## src/hw/sfdp_params.svh

```systemverilog
// Constants for the discoverable parameter table read path.
`ifndef SFDP_PARAMS_SVH
`define SFDP_PARAMS_SVH

// ----------------------------------------------------------------------------
// Link command and frame layout
// ----------------------------------------------------------------------------
`define SFDP_READ_OPCODE     8'h5A
`define SFDP_ADDR_BITS       24
`define SFDP_DUMMY_CLKS      8
`define SFDP_BYTE_BITS       8
`define SFDP_ERASED_BYTE     8'hFF

// ----------------------------------------------------------------------------
// Parameter header that points at the basic table
// ----------------------------------------------------------------------------
`define SFDP_HDR_ID_ADDR     24'h000008
`define SFDP_HDR_MINOR_ADDR  24'h000009
`define SFDP_HDR_MAJOR_ADDR  24'h00000A
`define SFDP_HDR_LEN_ADDR    24'h00000B
`define SFDP_HDR_PTR0_ADDR   24'h00000C
`define SFDP_HDR_PTR1_ADDR   24'h00000D
`define SFDP_HDR_PTR2_ADDR   24'h00000E
`define SFDP_HDR_ID          8'h00
`define SFDP_HDR_MINOR       8'h00
`define SFDP_HDR_MAJOR       8'h01
`define SFDP_BASIC_LEN_DW    8'h09
`define SFDP_BASIC_BASE      24'h000030

// ----------------------------------------------------------------------------
// Basic table fields
// ----------------------------------------------------------------------------
`define SFDP_ERASE_4K_CODE   2'b01
`define SFDP_WR_GRAN_64B     1'b1
`define SFDP_VOL_WREN_REQ    1'b0
`define SFDP_VOL_WREN_SEL    1'b0
`define SFDP_UNUSED3         3'h7
`define SFDP_ERASE_4K_OP     8'h20
`define SFDP_ADDR_3B_ONLY    2'b00
`define SFDP_DTR_SUPPORT     1'b0
`define SFDP_DENSITY_BITS_M1 32'h03FFFFFF
`define SFDP_Q144_WAIT       5'h04
`define SFDP_Q144_MODE       3'h2
`define SFDP_Q144_OP         8'hEB
`define SFDP_Q114_WAIT       5'h08
`define SFDP_Q114_MODE       3'h0
`define SFDP_Q114_OP         8'h6B
`define SFDP_D112_WAIT       5'h08
`define SFDP_D112_MODE       3'h0
`define SFDP_D112_OP         8'h3B
`define SFDP_D122_WAIT       5'h02
`define SFDP_D122_MODE       3'h2
`define SFDP_D122_OP         8'hBB
`define SFDP_NONE_WAIT       5'h00
`define SFDP_NONE_MODE       3'h0
`define SFDP_NONE_OP         8'hFF
`define SFDP_ERASE1_EXP      8'h0C
`define SFDP_ERASE1_OP       8'h20
`define SFDP_ERASE2_EXP      8'h0F
`define SFDP_ERASE2_OP       8'h52
`define SFDP_ERASE3_EXP      8'h10
`define SFDP_ERASE3_OP       8'hD8
`define SFDP_ERASE4_EXP      8'h00
`define SFDP_ERASE4_OP       8'hFF

`endif

```

## src/hw/sfdp_pkg.sv

```systemverilog
// Types shared by the parameter table read path.
package sfdp_pkg;

  // Frame phases, Gray coded along command, address, dummy, data.
  typedef enum logic [2:0] {
    PH_CMD    = 3'h0,
    PH_ADDR   = 3'h1,
    PH_DUMMY  = 3'h3,
    PH_DATA   = 3'h2,
    PH_IGNORE = 3'h6
  } phase_t;

endpackage : sfdp_pkg

```

## src/hw/sfdp_reader.sv

```systemverilog
// Serial link front end that answers the discoverable parameter read command.
`timescale 1ns/10ps
`include "sfdp_params.svh"

module sfdp_reader #(
  parameter int SYNC_STAGES = 2
) (
  // Clock and reset
  input  wire logic clk,
  input  wire logic arst_n,
  // Serial link pins, mode 0, most significant bit first
  input  wire logic sclk,
  input  wire logic cs_n,
  input  wire logic si,
  output logic      so,
  output logic      so_oe,
  // Frame status
  output logic      table_busy,
  output logic      cmd_reject
);

  // --------------------------------------------------------------------------
  // Pin synchronisers
  // --------------------------------------------------------------------------

  // The link pins are asynchronous to clk. Each passes two flip-flops and a
  // third delay stage; the last two stages are looked at for the serial clock, the second alone for the others. Because edges are found by sampling,
  // the serial clock must stay well below a quarter of clk; around 6 MHz is
  // a safe ceiling at the 50 MHz core rate.
  logic [2:0] pin_raw;
  logic [2:0] pin_meta_r;
  logic [2:0] pin_sync_r;
  logic [2:0] pin_prev_r;

  assign pin_raw = {cs_n, sclk, si};

  genvar gi;
  generate
    for (gi = 0; gi < 3; gi++) begin : g_sync
      // First stage feeds the second stage and nothing else.
      always_ff @(posedge clk or negedge arst_n) begin
        if (!arst_n) begin
          pin_meta_r[gi] <= (gi == 2) ? 1'b1 : 1'b0;
          pin_sync_r[gi] <= (gi == 2) ? 1'b1 : 1'b0;
          pin_prev_r[gi] <= (gi == 2) ? 1'b1 : 1'b0;
        end else begin
          pin_meta_r[gi] <= pin_raw[gi];
          pin_sync_r[gi] <= pin_meta_r[gi];
          pin_prev_r[gi] <= pin_sync_r[gi];
        end
      end
    end
  endgenerate

  // --------------------------------------------------------------------------
  // Edge detection
  // --------------------------------------------------------------------------

  // Edges are taken between the synchronised sample and its delayed copy.
  logic cs_low;
  logic sclk_rise;
  logic sclk_fall;
  logic si_bit;

  assign cs_low    = ~pin_sync_r[2];
  assign sclk_rise = pin_sync_r[1] & ~pin_prev_r[1];
  assign sclk_fall = ~pin_sync_r[1] & pin_prev_r[1];
  assign si_bit    = pin_sync_r[0];

  // --------------------------------------------------------------------------
  // Frame state
  // --------------------------------------------------------------------------

  sfdp_pkg::phase_t phase_r;
  logic [4:0]       bit_cnt_r;
  logic [7:0]       rx_r;
  logic [23:0]      addr_r;
  logic [7:0]       tx_r;
  logic [7:0]       rom_byte;
  logic [7:0]       rx_full;
  logic             tx_load;

  // Byte as it will stand once the bit sampled on this edge is shifted in.
  assign rx_full = {rx_r[6:0], si_bit};

  // Table lookup at the pointer of the next byte to send. The table is a
  // constant, so nothing the host clocks in can change what it holds.
  sfdp_basic_table_rom u_rom (
    .addr (addr_r),
    .data (rom_byte)
  );

  // Phase sequencing runs on rising serial clock edges while the chip
  // select is low. Raising chip select at any point ends the frame, which
  // is the only way a read ends; the pointer simply keeps counting.
  always_ff @(posedge clk or negedge arst_n) begin
    if (!arst_n) begin
      phase_r <= sfdp_pkg::PH_CMD;
    end else if (!cs_low) begin
      phase_r <= sfdp_pkg::PH_CMD;
    end else if (sclk_rise) begin
      case (phase_r)
        sfdp_pkg::PH_CMD: begin
          if (bit_cnt_r == 5'(`SFDP_BYTE_BITS - 1)) begin
            if (rx_full == `SFDP_READ_OPCODE) begin
              phase_r <= sfdp_pkg::PH_ADDR;
            end else begin
              phase_r <= sfdp_pkg::PH_IGNORE;
            end
          end
        end
        sfdp_pkg::PH_ADDR: begin
          if (bit_cnt_r == 5'(`SFDP_ADDR_BITS - 1)) begin
            phase_r <= sfdp_pkg::PH_DUMMY;
          end
        end
        sfdp_pkg::PH_DUMMY: begin
          if (bit_cnt_r == 5'(`SFDP_DUMMY_CLKS - 1)) begin
            phase_r <= sfdp_pkg::PH_DATA;
          end
        end
        sfdp_pkg::PH_DATA: begin
          phase_r <= sfdp_pkg::PH_DATA;
        end
        sfdp_pkg::PH_IGNORE: begin
          phase_r <= sfdp_pkg::PH_IGNORE;
        end
        default: begin
          phase_r <= sfdp_pkg::PH_IGNORE;
        end
      endcase
    end
  end

  // --------------------------------------------------------------------------
  // Bit counting
  // --------------------------------------------------------------------------

  // Inbound phases count rising edges; the data phase counts falling edges,
  // because that is when each outbound bit is launched.
  always_ff @(posedge clk or negedge arst_n) begin
    if (!arst_n) begin
      bit_cnt_r <= 5'h00;
    end else if (!cs_low) begin
      bit_cnt_r <= 5'h00;
    end else if (phase_r == sfdp_pkg::PH_DATA) begin
      if (sclk_fall) begin
        bit_cnt_r <= (bit_cnt_r == 5'(`SFDP_BYTE_BITS - 1)) ? 5'h00 : bit_cnt_r + 5'h01;
      end
    end else if (sclk_rise) begin
      case (phase_r)
        sfdp_pkg::PH_CMD: begin
          bit_cnt_r <= (bit_cnt_r == 5'(`SFDP_BYTE_BITS - 1)) ? 5'h00 : bit_cnt_r + 5'h01;
        end
        sfdp_pkg::PH_ADDR: begin
          bit_cnt_r <= (bit_cnt_r == 5'(`SFDP_ADDR_BITS - 1)) ? 5'h00 : bit_cnt_r + 5'h01;
        end
        sfdp_pkg::PH_DUMMY: begin
          bit_cnt_r <= (bit_cnt_r == 5'(`SFDP_DUMMY_CLKS - 1)) ? 5'h00 : bit_cnt_r + 5'h01;
        end
        default: begin
          bit_cnt_r <= bit_cnt_r;
        end
      endcase
    end
  end

  // --------------------------------------------------------------------------
  // Command capture
  // --------------------------------------------------------------------------

  // The opcode shifts in most significant bit first on rising edges.
  always_ff @(posedge clk or negedge arst_n) begin
    if (!arst_n) begin
      rx_r <= 8'h00;
    end else if (!cs_low) begin
      rx_r <= 8'h00;
    end else if (sclk_rise && phase_r == sfdp_pkg::PH_CMD) begin
      rx_r <= rx_full;
    end
  end

  // --------------------------------------------------------------------------
  // Table pointer
  // --------------------------------------------------------------------------

  // The three address bytes shift straight into the pointer. Each time a
  // byte is taken for sending the pointer steps up by one, so the bytes of
  // a dword leave least significant first.
  always_ff @(posedge clk or negedge arst_n) begin
    if (!arst_n) begin
      addr_r <= 24'h000000;
    end else if (cs_low) begin
      if (sclk_rise && phase_r == sfdp_pkg::PH_ADDR) begin
        addr_r <= {addr_r[22:0], si_bit};
      end else if (tx_load) begin
        addr_r <= addr_r + 24'h000001;
      end
    end
  end

  // --------------------------------------------------------------------------
  // Outbound byte
  // --------------------------------------------------------------------------

  // A byte is loaded on the last dummy edge and then after each eighth bit.
  // Loading early keeps the lookup off the path to the pin.
  assign tx_load = (sclk_rise && phase_r == sfdp_pkg::PH_DUMMY &&
                    bit_cnt_r == 5'(`SFDP_DUMMY_CLKS - 1)) ||
                   (sclk_fall && phase_r == sfdp_pkg::PH_DATA &&
                    bit_cnt_r == 5'(`SFDP_BYTE_BITS - 1));

  always_ff @(posedge clk or negedge arst_n) begin
    if (!arst_n) begin
      tx_r <= 8'h00;
    end else if (!cs_low) begin
      tx_r <= 8'h00;
    end else if (tx_load) begin
      tx_r <= rom_byte;
    end else if (sclk_fall && phase_r == sfdp_pkg::PH_DATA) begin
      tx_r <= {tx_r[6:0], 1'b1};
    end
  end

  // --------------------------------------------------------------------------
  // Pin drive
  // --------------------------------------------------------------------------

  // Each bit is launched on a falling edge so the host samples it on the
  // next rising edge. The reload on the eighth fall lands after the last
  // bit of the old byte has been taken, so the pin always reads tx_r[7].
  always_ff @(posedge clk or negedge arst_n) begin
    if (!arst_n) begin
      so <= 1'b1;
    end else if (!cs_low) begin
      so <= 1'b1;
    end else if (sclk_fall && phase_r == sfdp_pkg::PH_DATA) begin
      so <= tx_r[7];
    end
  end

  // The output is driven only during the data phase of a valid read.
  always_ff @(posedge clk or negedge arst_n) begin
    if (!arst_n) begin
      so_oe <= 1'b0;
    end else begin
      so_oe <= cs_low && phase_r == sfdp_pkg::PH_DATA;
    end
  end

  // --------------------------------------------------------------------------
  // Status
  // --------------------------------------------------------------------------

  // Busy marks a frame that has passed the opcode check.
  always_ff @(posedge clk or negedge arst_n) begin
    if (!arst_n) begin
      table_busy <= 1'b0;
    end else begin
      table_busy <= cs_low && (phase_r == sfdp_pkg::PH_ADDR ||
                               phase_r == sfdp_pkg::PH_DUMMY ||
                               phase_r == sfdp_pkg::PH_DATA);
    end
  end

  // Reject stands while a frame with any other opcode is being ignored.
  always_ff @(posedge clk or negedge arst_n) begin
    if (!arst_n) begin
      cmd_reject <= 1'b0;
    end else begin
      cmd_reject <= cs_low && phase_r == sfdp_pkg::PH_IGNORE;
    end
  end

endmodule : sfdp_reader

```

## src/hw/sfdp_basic_table_rom.sv

```systemverilog
// Read-only contents of the parameter header and the basic parameter table.
`timescale 1ns/10ps
`include "sfdp_params.svh"

module sfdp_basic_table_rom (
  // Byte lookup
  input  wire logic [23:0] addr,
  output logic      [7:0]  data
);

  // Bytes are assembled from their fields; 0DH, 0EH and some bits of 32H and 40H are plain literals.
  always_comb begin
    case (addr)
      `SFDP_HDR_ID_ADDR:    data = `SFDP_HDR_ID;
      `SFDP_HDR_MINOR_ADDR: data = `SFDP_HDR_MINOR;
      `SFDP_HDR_MAJOR_ADDR: data = `SFDP_HDR_MAJOR;
      `SFDP_HDR_LEN_ADDR:   data = `SFDP_BASIC_LEN_DW;
      `SFDP_HDR_PTR0_ADDR:  data = 8'(`SFDP_BASIC_BASE);
      `SFDP_HDR_PTR1_ADDR:  data = 8'h00;
      `SFDP_HDR_PTR2_ADDR:  data = 8'h00;
      24'h000030: data = {`SFDP_UNUSED3, `SFDP_VOL_WREN_SEL, `SFDP_VOL_WREN_REQ,
                          `SFDP_WR_GRAN_64B, `SFDP_ERASE_4K_CODE};
      24'h000031: data = `SFDP_ERASE_4K_OP;
      24'h000032: data = {1'b1, 1'b1, 1'b1, 1'b1, `SFDP_DTR_SUPPORT,
                          `SFDP_ADDR_3B_ONLY, 1'b1};
      24'h000034: data = 8'(`SFDP_DENSITY_BITS_M1);
      24'h000035: data = 8'(`SFDP_DENSITY_BITS_M1 >> 8);
      24'h000036: data = 8'(`SFDP_DENSITY_BITS_M1 >> 16);
      24'h000037: data = 8'(`SFDP_DENSITY_BITS_M1 >> 24);
      24'h000038: data = {`SFDP_Q144_MODE, `SFDP_Q144_WAIT};
      24'h000039: data = `SFDP_Q144_OP;
      24'h00003A: data = {`SFDP_Q114_MODE, `SFDP_Q114_WAIT};
      24'h00003B: data = `SFDP_Q114_OP;
      24'h00003C: data = {`SFDP_D112_MODE, `SFDP_D112_WAIT};
      24'h00003D: data = `SFDP_D112_OP;
      24'h00003E: data = {`SFDP_D122_MODE, `SFDP_D122_WAIT};
      24'h00003F: data = `SFDP_D122_OP;
      24'h000040: data = {`SFDP_UNUSED3, 1'b0, `SFDP_UNUSED3, 1'b0};
      24'h000046: data = {`SFDP_NONE_MODE, `SFDP_NONE_WAIT};
      24'h000047: data = `SFDP_NONE_OP;
      24'h00004A: data = {`SFDP_NONE_MODE, `SFDP_NONE_WAIT};
      24'h00004B: data = `SFDP_NONE_OP;
      24'h00004C: data = `SFDP_ERASE1_EXP;
      24'h00004D: data = `SFDP_ERASE1_OP;
      24'h00004E: data = `SFDP_ERASE2_EXP;
      24'h00004F: data = `SFDP_ERASE2_OP;
      24'h000050: data = `SFDP_ERASE3_EXP;
      24'h000051: data = `SFDP_ERASE3_OP;
      24'h000052: data = `SFDP_ERASE4_EXP;
      24'h000053: data = `SFDP_ERASE4_OP;
      // Unused bytes, including 33H, 41H-45H and 48H-49H, read as ones.
      default:    data = `SFDP_ERASED_BYTE;
    endcase
  end

endmodule : sfdp_basic_table_rom

```

## config.mk

```make
export PLATFORM = sky130hd
export DESIGN_NAME = sfdp_reader
export DESIGN_NICKNAME = d
export VERILOG_FILES = /design/src/hw/sfdp_pkg.sv /design/src/hw/sfdp_reader.sv /design/src/hw/sfdp_basic_table_rom.sv
export VERILOG_INCLUDE_DIRS = /design/src /design/src/hw
export SDC_FILE = /design/constraint.sdc
export NUM_CORES = 1
export LEC_CHECK = 0
export BUFFER_PORTS_ARGS = -buffer_cell sky130_fd_sc_hd__buf_2
export CAP_MARGIN = 10
export CELL_PAD_IN_SITES_DETAIL_PLACEMENT = 1
export CELL_PAD_IN_SITES_GLOBAL_PLACEMENT = 1
export CORE_ASPECT_RATIO = 1.1
export CORE_MARGIN = 2
export CORE_UTILIZATION = 54
export CTS_BUF_LIST = sky130_fd_sc_hd__clkbuf_4
export DETAILED_ROUTE_END_ITERATION = 16
export GPL_ROUTABILITY_DRIVEN = 0
export PLACE_DENSITY_LB_ADDON = 0.25
export SYNTH_ARGS = -nofsm -noshare
export SYNTH_HDL_FRONTEND = slang
export SYNTH_SLANG_ARGS = --single-unit
export TNS_END_PERCENT = 20
```

## constraint.sdc

```tcl
create_clock -name clk -period 3.86 [get_ports clk]
set_input_delay 0.386 -clock clk [delete_from_list [all_inputs] [get_ports clk]]
set_output_delay 0.386 -clock clk [all_outputs]
set_load 0.01 [all_outputs]
```

==> results of run 1 <==
==> path summary, 6_finish.rpt <==
check / endpoint / slack (ns) / cells past startpoint
max: addr_r[23] / 1.06 / 5
min: pin_meta_r[2] / 0.05 / 1
max reg2reg: addr_r[23] / 1.06 / 5
min reg2reg: si_bit / 0.36 / 0
max in group asynchronous: addr_r[0] / 2.56 / 3
min in group asynchronous: bit_cnt_r[2] / 0.40 / 2
==> synth_stat cells, types with 4 or more instances <==
cell / instances / area (um^2)
nand2b_1: 8 / 50.05
inv_1: 12 / 45.04
or3_1: 7 / 43.79
nor3_1: 12 / 60.06
a21oi_1: 36 / 180.2
nor4_1: 10 / 62.56
and3b_1: 4 / 35.03
nor2_1: 29 / 108.9
o211a_1: 6 / 60.06
nand4_1: 10 / 62.56
o22ai_1: 5 / 31.28
dfrtp_1: 55 / 1376
nor2b_1: 5 / 31.28
mux2i_1: 8 / 80.08
a31oi_1: 14 / 87.58
o211ai_1: 4 / 30.03
ha_1: 9 / 112.6
nand3_1: 10 / 50.05
o21ai_0: 32 / 160.2
nand2_1: 33 / 123.9
a22o_1: 9 / 78.83
clkbuf_1: 33 / 123.9
o21a_1: 4 / 30.03
and3_1: 6 / 37.54
a21o_1: 5 / 37.54
a211oi_1: 8 / 60.06
==> critical path: cells and delay by family (launching register included) <==
| kind | cells | cell delay [ns] |
|---|---|---|
| and+or+nand+nor | 3 | 1.32 |
| AOI/OAI and AO/OA | 2 | 0.45 |
| DFF | 1 | 0.97 |
==> sequential cells by signal, indices dropped and copies added, names as in the netlist <==
signal	count
addr_r	24
tx_r	8
rx_r	7
bit_cnt_r	5
phase_r	3
pin_meta_r	3
pin_sync_r	2
cmd_reject	1
pin_prev_r	1
si_bit	1
so	1
so_oe	1
table_busy	1
==> cells by family (layout without fill, tap and decap cells) <==
logic type	Yosys count	in the layout
and+or+nand+nor	153	153
muxes	11	11
AOI/OAI and AO/OA	157	157
DFF	58	58
adders and majority gates	9	9
xor gates and xnor gates	1	1
buffers and inverters	49	43
==> power breakdown <==
group | internal (mW) | leakage [nW] | total [mW] | switching, mW
Combinational | 0.0120 | 0.862 | 0.0427 | 0.0307
Sequential | 0.617 | 0.786 | 0.630 | 0.0130
Clock | 0.333 | 0.101 | 0.601 | 0.268
==> cell type report <==
class,instances,area (um^2)
fill,820,2840
multi-input combinational,331,2152
sequential,58,1455
clock inverter,7,125.1
tap,85,106.4
timing repair buffer,15,95.09
clock buffer,9,67.56
inverter,12,45.04
==> per-layer routing <==
metal | vias to the layer above | global-route usage, %
li1 | 1636 | -
met2 | 93 | 47.47
met4 | 0 | 12.50
met1 | 1758 | 36.78
met3 | 30 | 5.041
met5 | - | 0
==> metrics by stage <==
stage | utilization, % | std cells | setup WS, ns
global route | 58.76 | 517 | 0.8109
finish | 58.76 | 517 | 1.062
CTS | 58.76 | 517 | 1.067
detailed placement | 55.81 | 500 | 1.191
global placement | 55.81 | 500 | 1.280
floorplan | - | 438 | 1.655
==> repair_timing <==
| action | 4_1_cts | 5_1_grt |
|---|---|---|
| resized for setup | 0 | 0 |
| hold buffers | 1 | 0 |
| endpoints found under the hold margin | 13 | 0 |
==> impl_metrics.tcl, run 1 <==
set metrics [dict create \
    met3WireLength_um 404 \
    dieHeight_um 91.85 \
    tightest_slew_ns 1.067 \
    num_antenna_cells 0 \
    slew_viol_final 0 \
    grt_max_degree 45 \
    relSlewSlack_pct 28.84 \
    setup.worst_path.end_class "flip-flop" \
    hold_start "cs_n" \
    synth_edf_count 0 \
    grt_pass1_vias 3592 \
    met1_length_um 4528 \
    finalHoldViolations 0 \
    muxShareOfSynthArea_pct 3.303 \
    synth_xor_area_share_pct 0.2312 \
    insertion_delay_ns 0.42 \
    synth_simple_gate_area_share_pct 22.26 \
    p_leak_nw 1.749 \
    skew_ns 0.02299 \
    cts_tree "done" \
    drive_gt1_share_pct 11.57 \
    fin_tns_setup_ns 0 \
    setup_violations 0 \
    fp.dieW_um 83.87 \
    critPathLaunch "addr_r[3]" \
    wl_per_cell_um 20.55 \
    path_class "reg -> reg" \
    wirelength_um 10630 \
    top_layer_used "met4" \
    coreArea_um2 6887 \
    gr-usage-all-layers_pct 28.63 \
    cts_buffers 9 \
    ys_seq_area_share_pct 38.41 \
    cts_root_buf "clkbuf_4" \
    rr_startpoint "addr_r[3]" \
    ys_seq_elements 58 \
    antenna_found_initial 0 \
    syn_nets 452 \
    postRouteAntennaNets 0 \
    cts_setup_buffers 0 \
    rsz0062_at_grt "false" \
    cts.path.max_buffers 2 \
    pwr_density_cell_nw_per_um2 314.6 \
    start_util_pct 55.01 \
    nets 441 \
    vias_per_cell 6.803 \
    drt_pass1_iterations 4 \
    syn_avg_cell_area_um2 8.650 \
    yosys_warnings 0 \
    synth-adder-area-share_pct 2.972 \
    worstHoldPathType "in -> reg" \
    power.total_mw 1.273 \
    path_clk_slew_ns 0.13 \
    dr_total_vias 3517 \
    cp.arrival_ns 3.16 \
    async_flop_share_pct 100.0 \
    final_area_um2 4046 \
    syn_inst 438 \
    cp.required_ns 4.23 \
    mostFrequentLayoutCell "dfrtp_1" \
    cap_violations 0 \
    route.met2.wl_um 5358 \
    synthFlopType "dfrtp_1" \
    cts_max_level 3 \
    syn-cell-area_um2 3789 \
    drc 0 \
    die-area_um2 7703 \
    hpwl_um 7189 \
    drt_iter0_markers 239 \
    grt_overflow 0 \
    placementRows 32 \
    design.portCount 9 \
    hold_slack_ns 0.04503 \
    status "finished, final reports clean" \
    min_period_ns 2.798 \
    portBuffers 8 \
    fin_crit_sh_pct 72.49 \
    synth_top_family_by_area "compound AO/OA/AOI/OAI gates" \
    synth_compound_area_share_pct 27.91 \
    final_cell_mix "dfrtp_1, a21oi_1, nand2_1" \
    areaGrowthSynthToFinish_pct 6.803 \
    numClockSinks 58 \
    peakVddDrop_mv 0.2989 \
    grt_first_pass_wirelength_um 17640 \
    critPathMaxFanout 35 \
    cpPeakStageDelay_ns 0.97 \
    synth_cell_type_count 64 \
    start_kind "flip-flop" \
    path_cells "nand4_1 > nor4_2 > nand3_1 > o21ai_0 > o221a_2" \
    fmax_mhz 357.4 \
    slowest_stage "dfrtp_1" \
    postPlaceCellArea_um2 3844 \
]
Power figures use the tool's default switching activity.
==> inputs of run 2 (changes only) <==
--- a/config.mk
+++ b/config.mk
@@ -12,7 +12,7 @@
 export CELL_PAD_IN_SITES_GLOBAL_PLACEMENT = 1
 export CORE_ASPECT_RATIO = 1.1
 export CORE_MARGIN = 2
-export CORE_UTILIZATION = 54
+export CORE_UTILIZATION = 45
 export CTS_BUF_LIST = sky130_fd_sc_hd__clkbuf_4
 export DETAILED_ROUTE_END_ITERATION = 16
 export GPL_ROUTABILITY_DRIVEN = 0
==> constraint.sdc (replaced) <==
create_clock -name clk -period 2.24 [get_ports clk]
set_input_delay 0.224 -clock clk [delete_from_list [all_inputs] [get_ports clk]]
set_output_delay 0.224 -clock clk [all_outputs]
set_load 0.01 [all_outputs]
==> run 2 against run 1 <==
Net effect:
- setup slack lost 1.0 ns
- non-clock buffer count grew 43
- clock power grew 34%
- clock skew fell by 0.0065 ns
- power is 55% higher
- cell area grew 9.9%
- register-to-register slack got worse by 1.0 ns
- utilization down 5.0 points
- die area rose by 19%
- hold slack better by 0.21 ns
- routed wire length grew 7.8%
- flip-flop and latch count stayed put
- largest cell class unchanged
==> impl_metrics.tcl, run 2 (synthesis gave the netlist of run 1 again) <==
set metrics [dict create \
    grt_pass1_vias 3827 \
    design.portCount 9 \
    hold_slack_ns 0.2538 \
    setup.worst_path.end_class "flip-flop" \
    status "finished, final reports clean" \
    hpwl_um 8019 \
    power.total_mw 1.977 \
    cts.path.max_buffers 2 \
    cp.required_ns 2.55 \
    layout_setup_ws_ns 0.03586 \
    coreArea_um2 8277 \
    cp_top_family "simple AND/OR/NAND/NOR gates" \
    endpoint "tx_r[5]" \
    largest_register_ffs 24 \
    cap_violations 0 \
    min_period_ns 2.204 \
    crit_cells 5 \
    dp.cells 566 \
    grt_overflow 0 \
    start_util_pct 45.77 \
    drt_iter0_markers 158 \
    nets 484 \
    fin_util_pct 53.74 \
    wirelength_um 11460 \
    cts_root_buf "clkbuf_4" \
    die-area_um2 9170 \
    path_clk_slew_ns 0.12 \
    drive_gt1_share_pct 20.63 \
    wl_per_cell_um 19.55 \
    instances_no_fill 586 \
    portBuffers 8 \
    grt_max_degree 46 \
    fin_crit_sh_pct 98.40 \
    gr-usage-all-layers_pct 26.12 \
    path_cells "nor4b_4 > o2111ai_2 > or4_4 > or3_1 > a32o_1" \
    worstHoldPathType "in -> async" \
    r2r_slack_ns 0.04 \
    r2r_end "tx_r[5]" \
    final_area_um2 4448 \
    cts_buffers 9 \
    areaGrowthSynthToFinish_pct 17.40 \
    skew_ns 0.01646 \
    peakVddDrop_mv 0.2362 \
    final_cell_mix "dfrtp_1, buf_4, a21oi_1" \
    path_class "reg -> reg" \
    grt_first_pass_wirelength_um 19060 \
    fin_tns_setup_ns 0 \
    rsz0062_at_grt "true" \
    reg.largest.list "addr_r x24, tx_r x8, rx_r x7" \
    postRouteAntennaNets 0 \
    critPathMaxFanout 2 \
    r2r_cells 5 \
    cts_max_level 3 \
    insertion_delay_ns 0.42 \
    slowest_stage "or4_4" \
    rr_startpoint "phase_r[2]" \
    drc 0 \
    fp.dieW_um 91.49 \
    cp.arrival_ns 2.51 \
    slew_viol_final 0 \
    num_antenna_cells 0 \
    antenna_found_initial 0 \
    numClockSinks 58 \
    tightest_slew_ns 0.5719 \
    cpPeakStageDelay_ns 0.56 \
    start_kind "flip-flop" \
    fillers 960 \
    placementRows 35 \
    dr_total_vias 3687 \
    drt_pass1_iterations 5 \
    critPathLaunch "phase_r[2]" \
    setup_violations 0 \
    pre_cts_slack_ns 0.05728 \
    cts_tree "done" \
    postPlaceCellArea_um2 4214 \
    mostFrequentLayoutCell "dfrtp_1" \
    relSlewSlack_pct 61.34 \
    pwr_density_cell_nw_per_um2 444.5 \
    fmax_mhz 453.7 \
    dieHeight_um 100.2 \
    p_leak_nw 1.951 \
    cp.buffers_inverters 0 \
    vias_per_cell 6.292 \
    top_register "addr_r" \
    finalHoldViolations 0 \
]
run 2: cell types whose count changed in the layout (fill, tap and decap cells not counted), sizes merged:
cell         delta
clkinv          -2
bufinv          -2
clkinvlp        +4
dlygate4sd3     +3
buf            +40
run 2: worst register-to-register path: cells and delay by family (launching register included):
kind	cells	cell delay (ns)
AND/OR/NAND/NOR	3	1.28
AO/OA/AOI/OAI	2	0.37
flip-flops	1	0.43
run 2: how the worst min path moves through the flow:
stage | start | to | slack, ns | depth (start not counted)
after floorplan | arst_n | addr_r[0] | -0.07 | 0
after global placement | arst_n | bit_cnt_r[1] | 0.15 | 1
after detailed placement | arst_n | bit_cnt_r[1] | 0.15 | 1
after CTS | arst_n | bit_cnt_r[1] | 0.21 | 2
after global routing | arst_n | bit_cnt_r[1] | 0.25 | 2
final | arst_n | bit_cnt_r[1] | 0.25 | 2
run 2: where the power goes:
| group | switching (mW) | internal [mW] |
|---|---|---|
| combinational | 0.0595 | 0.0307 |
| clock | 0.464 | 0.344 |
| sequential | 0.0168 | 1.06 |
run 2: area by class of cell:
class / count / area, um^2 / share of cell area [%]
clock inverter: 7 / 77.57 / 1.744
sequential: 58 / 1455 / 32.71
timing repair buffer: 58 / 466.7 / 10.49
multi-input combinational: 331 / 2197 / 49.40
clock buffer: 9 / 67.56 / 1.519
tap: 111 / 138.9 / 3.122
inverter: 12 / 45.04 / 1.013
run 2: per-layer routing:
layer | up-vias | routed length [um] | global-route usage [%]
met5 | - | 0 | 0
met4 | 0 | 307 | 11.77
met3 | 32 | 328 | 2.778
met2 | 86 | 5745 | 45.42
met1 | 1848 | 5075 | 32.81
li1 | 1721 | - | -
run 2: repair_timing:
item	4_1_cts	5_1_grt
hold buffers	4	0
setup buffers	0	0
endpoints found under the setup margin	0	9
endpoints found under the hold margin	16	0
resized for setup	0	10
==> inputs of run 3 (changes only) <==
--- a/config.mk
+++ b/config.mk
@@ -17,6 +17,7 @@
 export DETAILED_ROUTE_END_ITERATION = 16
 export GPL_ROUTABILITY_DRIVEN = 0
 export PLACE_DENSITY_LB_ADDON = 0.25
+export SLEW_MARGIN = 0
 export SYNTH_ARGS = -nofsm -noshare
 export SYNTH_HDL_FRONTEND = slang
 export SYNTH_SLANG_ARGS = --single-unit
==> constraint.sdc (replaced) <==
create_clock -name clk -period 1.9 [get_ports clk]
set_input_delay 0.19 -clock clk [delete_from_list [all_inputs] [get_ports clk]]
set_output_delay 0.19 -clock clk [all_outputs]
set_load 0.01 [all_outputs]
==> run 3 against run 2 <==
Net effect:
- the flow now finishes with violations (setup timing)
- power grew 20%
- die area is the same
- count of clock-buffer cells in the layout up 2
- cell area grew 19%
- fmax is 1.5% higher
- final cell count increased by 12%
- critical endpoint unchanged
- largest power group unchanged
==> impl_metrics.tcl, run 3 (synthesis gave the netlist of run 1 again) <==
set metrics [dict create \
    status "complete, but fails checks" \
    violations "setup timing" \
    fmax_mhz 460.4 \
    cp.arrival_ns 2.51 \
    postPlaceCellArea_um2 4617 \
    vias_per_cell 6.550 \
    coreArea_um2 8277 \
    cp.required_ns 2.24 \
    fp.dieW_um 91.49 \
    layout_setup_ws_ns -0.2718 \
    drive_gt1_share_pct 38.57 \
    postRouteAntennaNets 0 \
    top_register "addr_r" \
    pwr_density_cell_nw_per_um2 449.3 \
    mostFrequentLayoutCell "buf_4" \
    fin_crit_sh_pct 114.3 \
    setup.worst_path.end_class "flip-flop" \
    hpwl_um 8884 \
    insertion_delay_ns 0.44 \
    path_clk_slew_ns 0.12 \
    setup_violations 35 \
    skew_ns 0.02012 \
    antenna_found_initial 0 \
    rr_startpoint "bit_cnt_r[4]" \
    cts_max_level 3 \
    areaGrowthSynthToFinish_pct 39.89 \
    grt_max_degree 30 \
    start_kind "flip-flop" \
    portBuffers 8 \
    num_antenna_cells 0 \
    cts_root_buf "clkbuf_4" \
    start_util_pct 45.77 \
    design.portCount 9 \
    placementRows 35 \
    p_leak_nw 2.426 \
    grt_pass1_vias 4285 \
    relSlewSlack_pct 69.24 \
    path_class "reg -> reg" \
    dieHeight_um 100.2 \
    fin_tns_setup_ns -4.785 \
    tightest_slew_ns 0.4566 \
    finalHoldViolations 0 \
    largest_register_ffs 24 \
    final_area_um2 5300 \
    min_period_ns 2.172 \
    reg.largest.list "addr_r x24, tx_r x8, rx_r x7" \
    cts.path.max_buffers 2 \
    drc 0 \
    grt_first_pass_wirelength_um 21710 \
    drt_iter0_markers 321 \
    worstHoldPathType "in -> async" \
    grt_overflow 0 \
    cts_buffers 9 \
    drt_pass1_iterations 4 \
    wirelength_um 16080 \
    nets 556 \
    final_cell_mix "buf_4, dfrtp_1, nand2_1" \
    numClockSinks 58 \
    wl_per_cell_um 24.44 \
    critPathMaxFanout 3 \
    hold_slack_ns 0.1773 \
    cts_tree "done" \
    slew_viol_final 0 \
    critPathLaunch "bit_cnt_r[4]" \
    peakVddDrop_mv 0.3534 \
    cap_violations 0 \
    gr-usage-all-layers_pct 29.95 \
    die-area_um2 9170 \
    rsz0062_at_grt "true" \
    dr_total_vias 4310 \
]
-- run 3: critical path: stages, from the launching register on --
cell	delay, ns
dfrtp_2	0.45
nor4b_4	0.33
o2111ai_2	0.16
or4_4	0.54
or3_4	0.38
a32o_1	0.21
-- run 3: cell type report --
cell class / count / area (um^2)
Tap cell: 111 / 138.9
Timing Repair Buffer: 130 / 1060
Multi-Input combinational cell: 331 / 2461
Clock inverter: 5 / 55.05
Clock buffer: 11 / 82.58
Inverter: 12 / 45.04
Fill cell: 925 / 2977
Sequential cell: 58 / 1458
-- run 3: worst paths after layout --
kind                                 endpoint  slack [ns]  depth (start not counted)
worst max-delay path                  tx_r[5]       -0.27                          5
worst min-delay path                  tx_r[6]        0.18                          2
worst max register to register        tx_r[5]       -0.27                          5
worst min register to register  pin_sync_r[2]        0.37                          0
max in group asynchronous           addr_r[0]        1.11                          3
min in group clk                pin_sync_r[2]        0.37                          0
-- run 3: metrics by stage --
stage	total power [mW]	setup slack, ns	instances	utilization, %
6_report	2.381	-0.2718	658	64.04
5_1_grt	2.447	-0.3415	658	64.04
4_1_cts	2.337	-0.1894	646	60.03
3_5_place_dp	1.421	-0.2970	618	55.78
3_3_place_gp	1.413	-0.1673	618	55.78
2_1_floorplan	1.336	-0.1516	438	-
-- run 3: what timing repair did --
item	4_1_cts	5_1_grt
buffers inserted	8	12
hold buffers	4	0
hold endpoints to repair	42	0
pin swaps	9	20
cloned	1	0
gates resized for setup	27	58
endpoints found under the setup margin	25	43
-- run 3: layer usage --
layer | GRT usage (%) | part of all wire [%] | up-vias
li1 | - | - | 1868
met1 | 37.25 | 41 | 2207
met2 | 52.43 | 50 | 182
met3 | 4.955 | 5.2 | 53
met4 | 11.07 | 3.8 | 0
met5 | 0 | 0 | -
-- run 3: power by group --
part           switching, mW  total, mW  internal, mW  leakage [nW]
logic                 0.0939      0.150        0.0559          1.57
registers             0.0132       1.27          1.25         0.783
clock network          0.540      0.966         0.426        0.0729
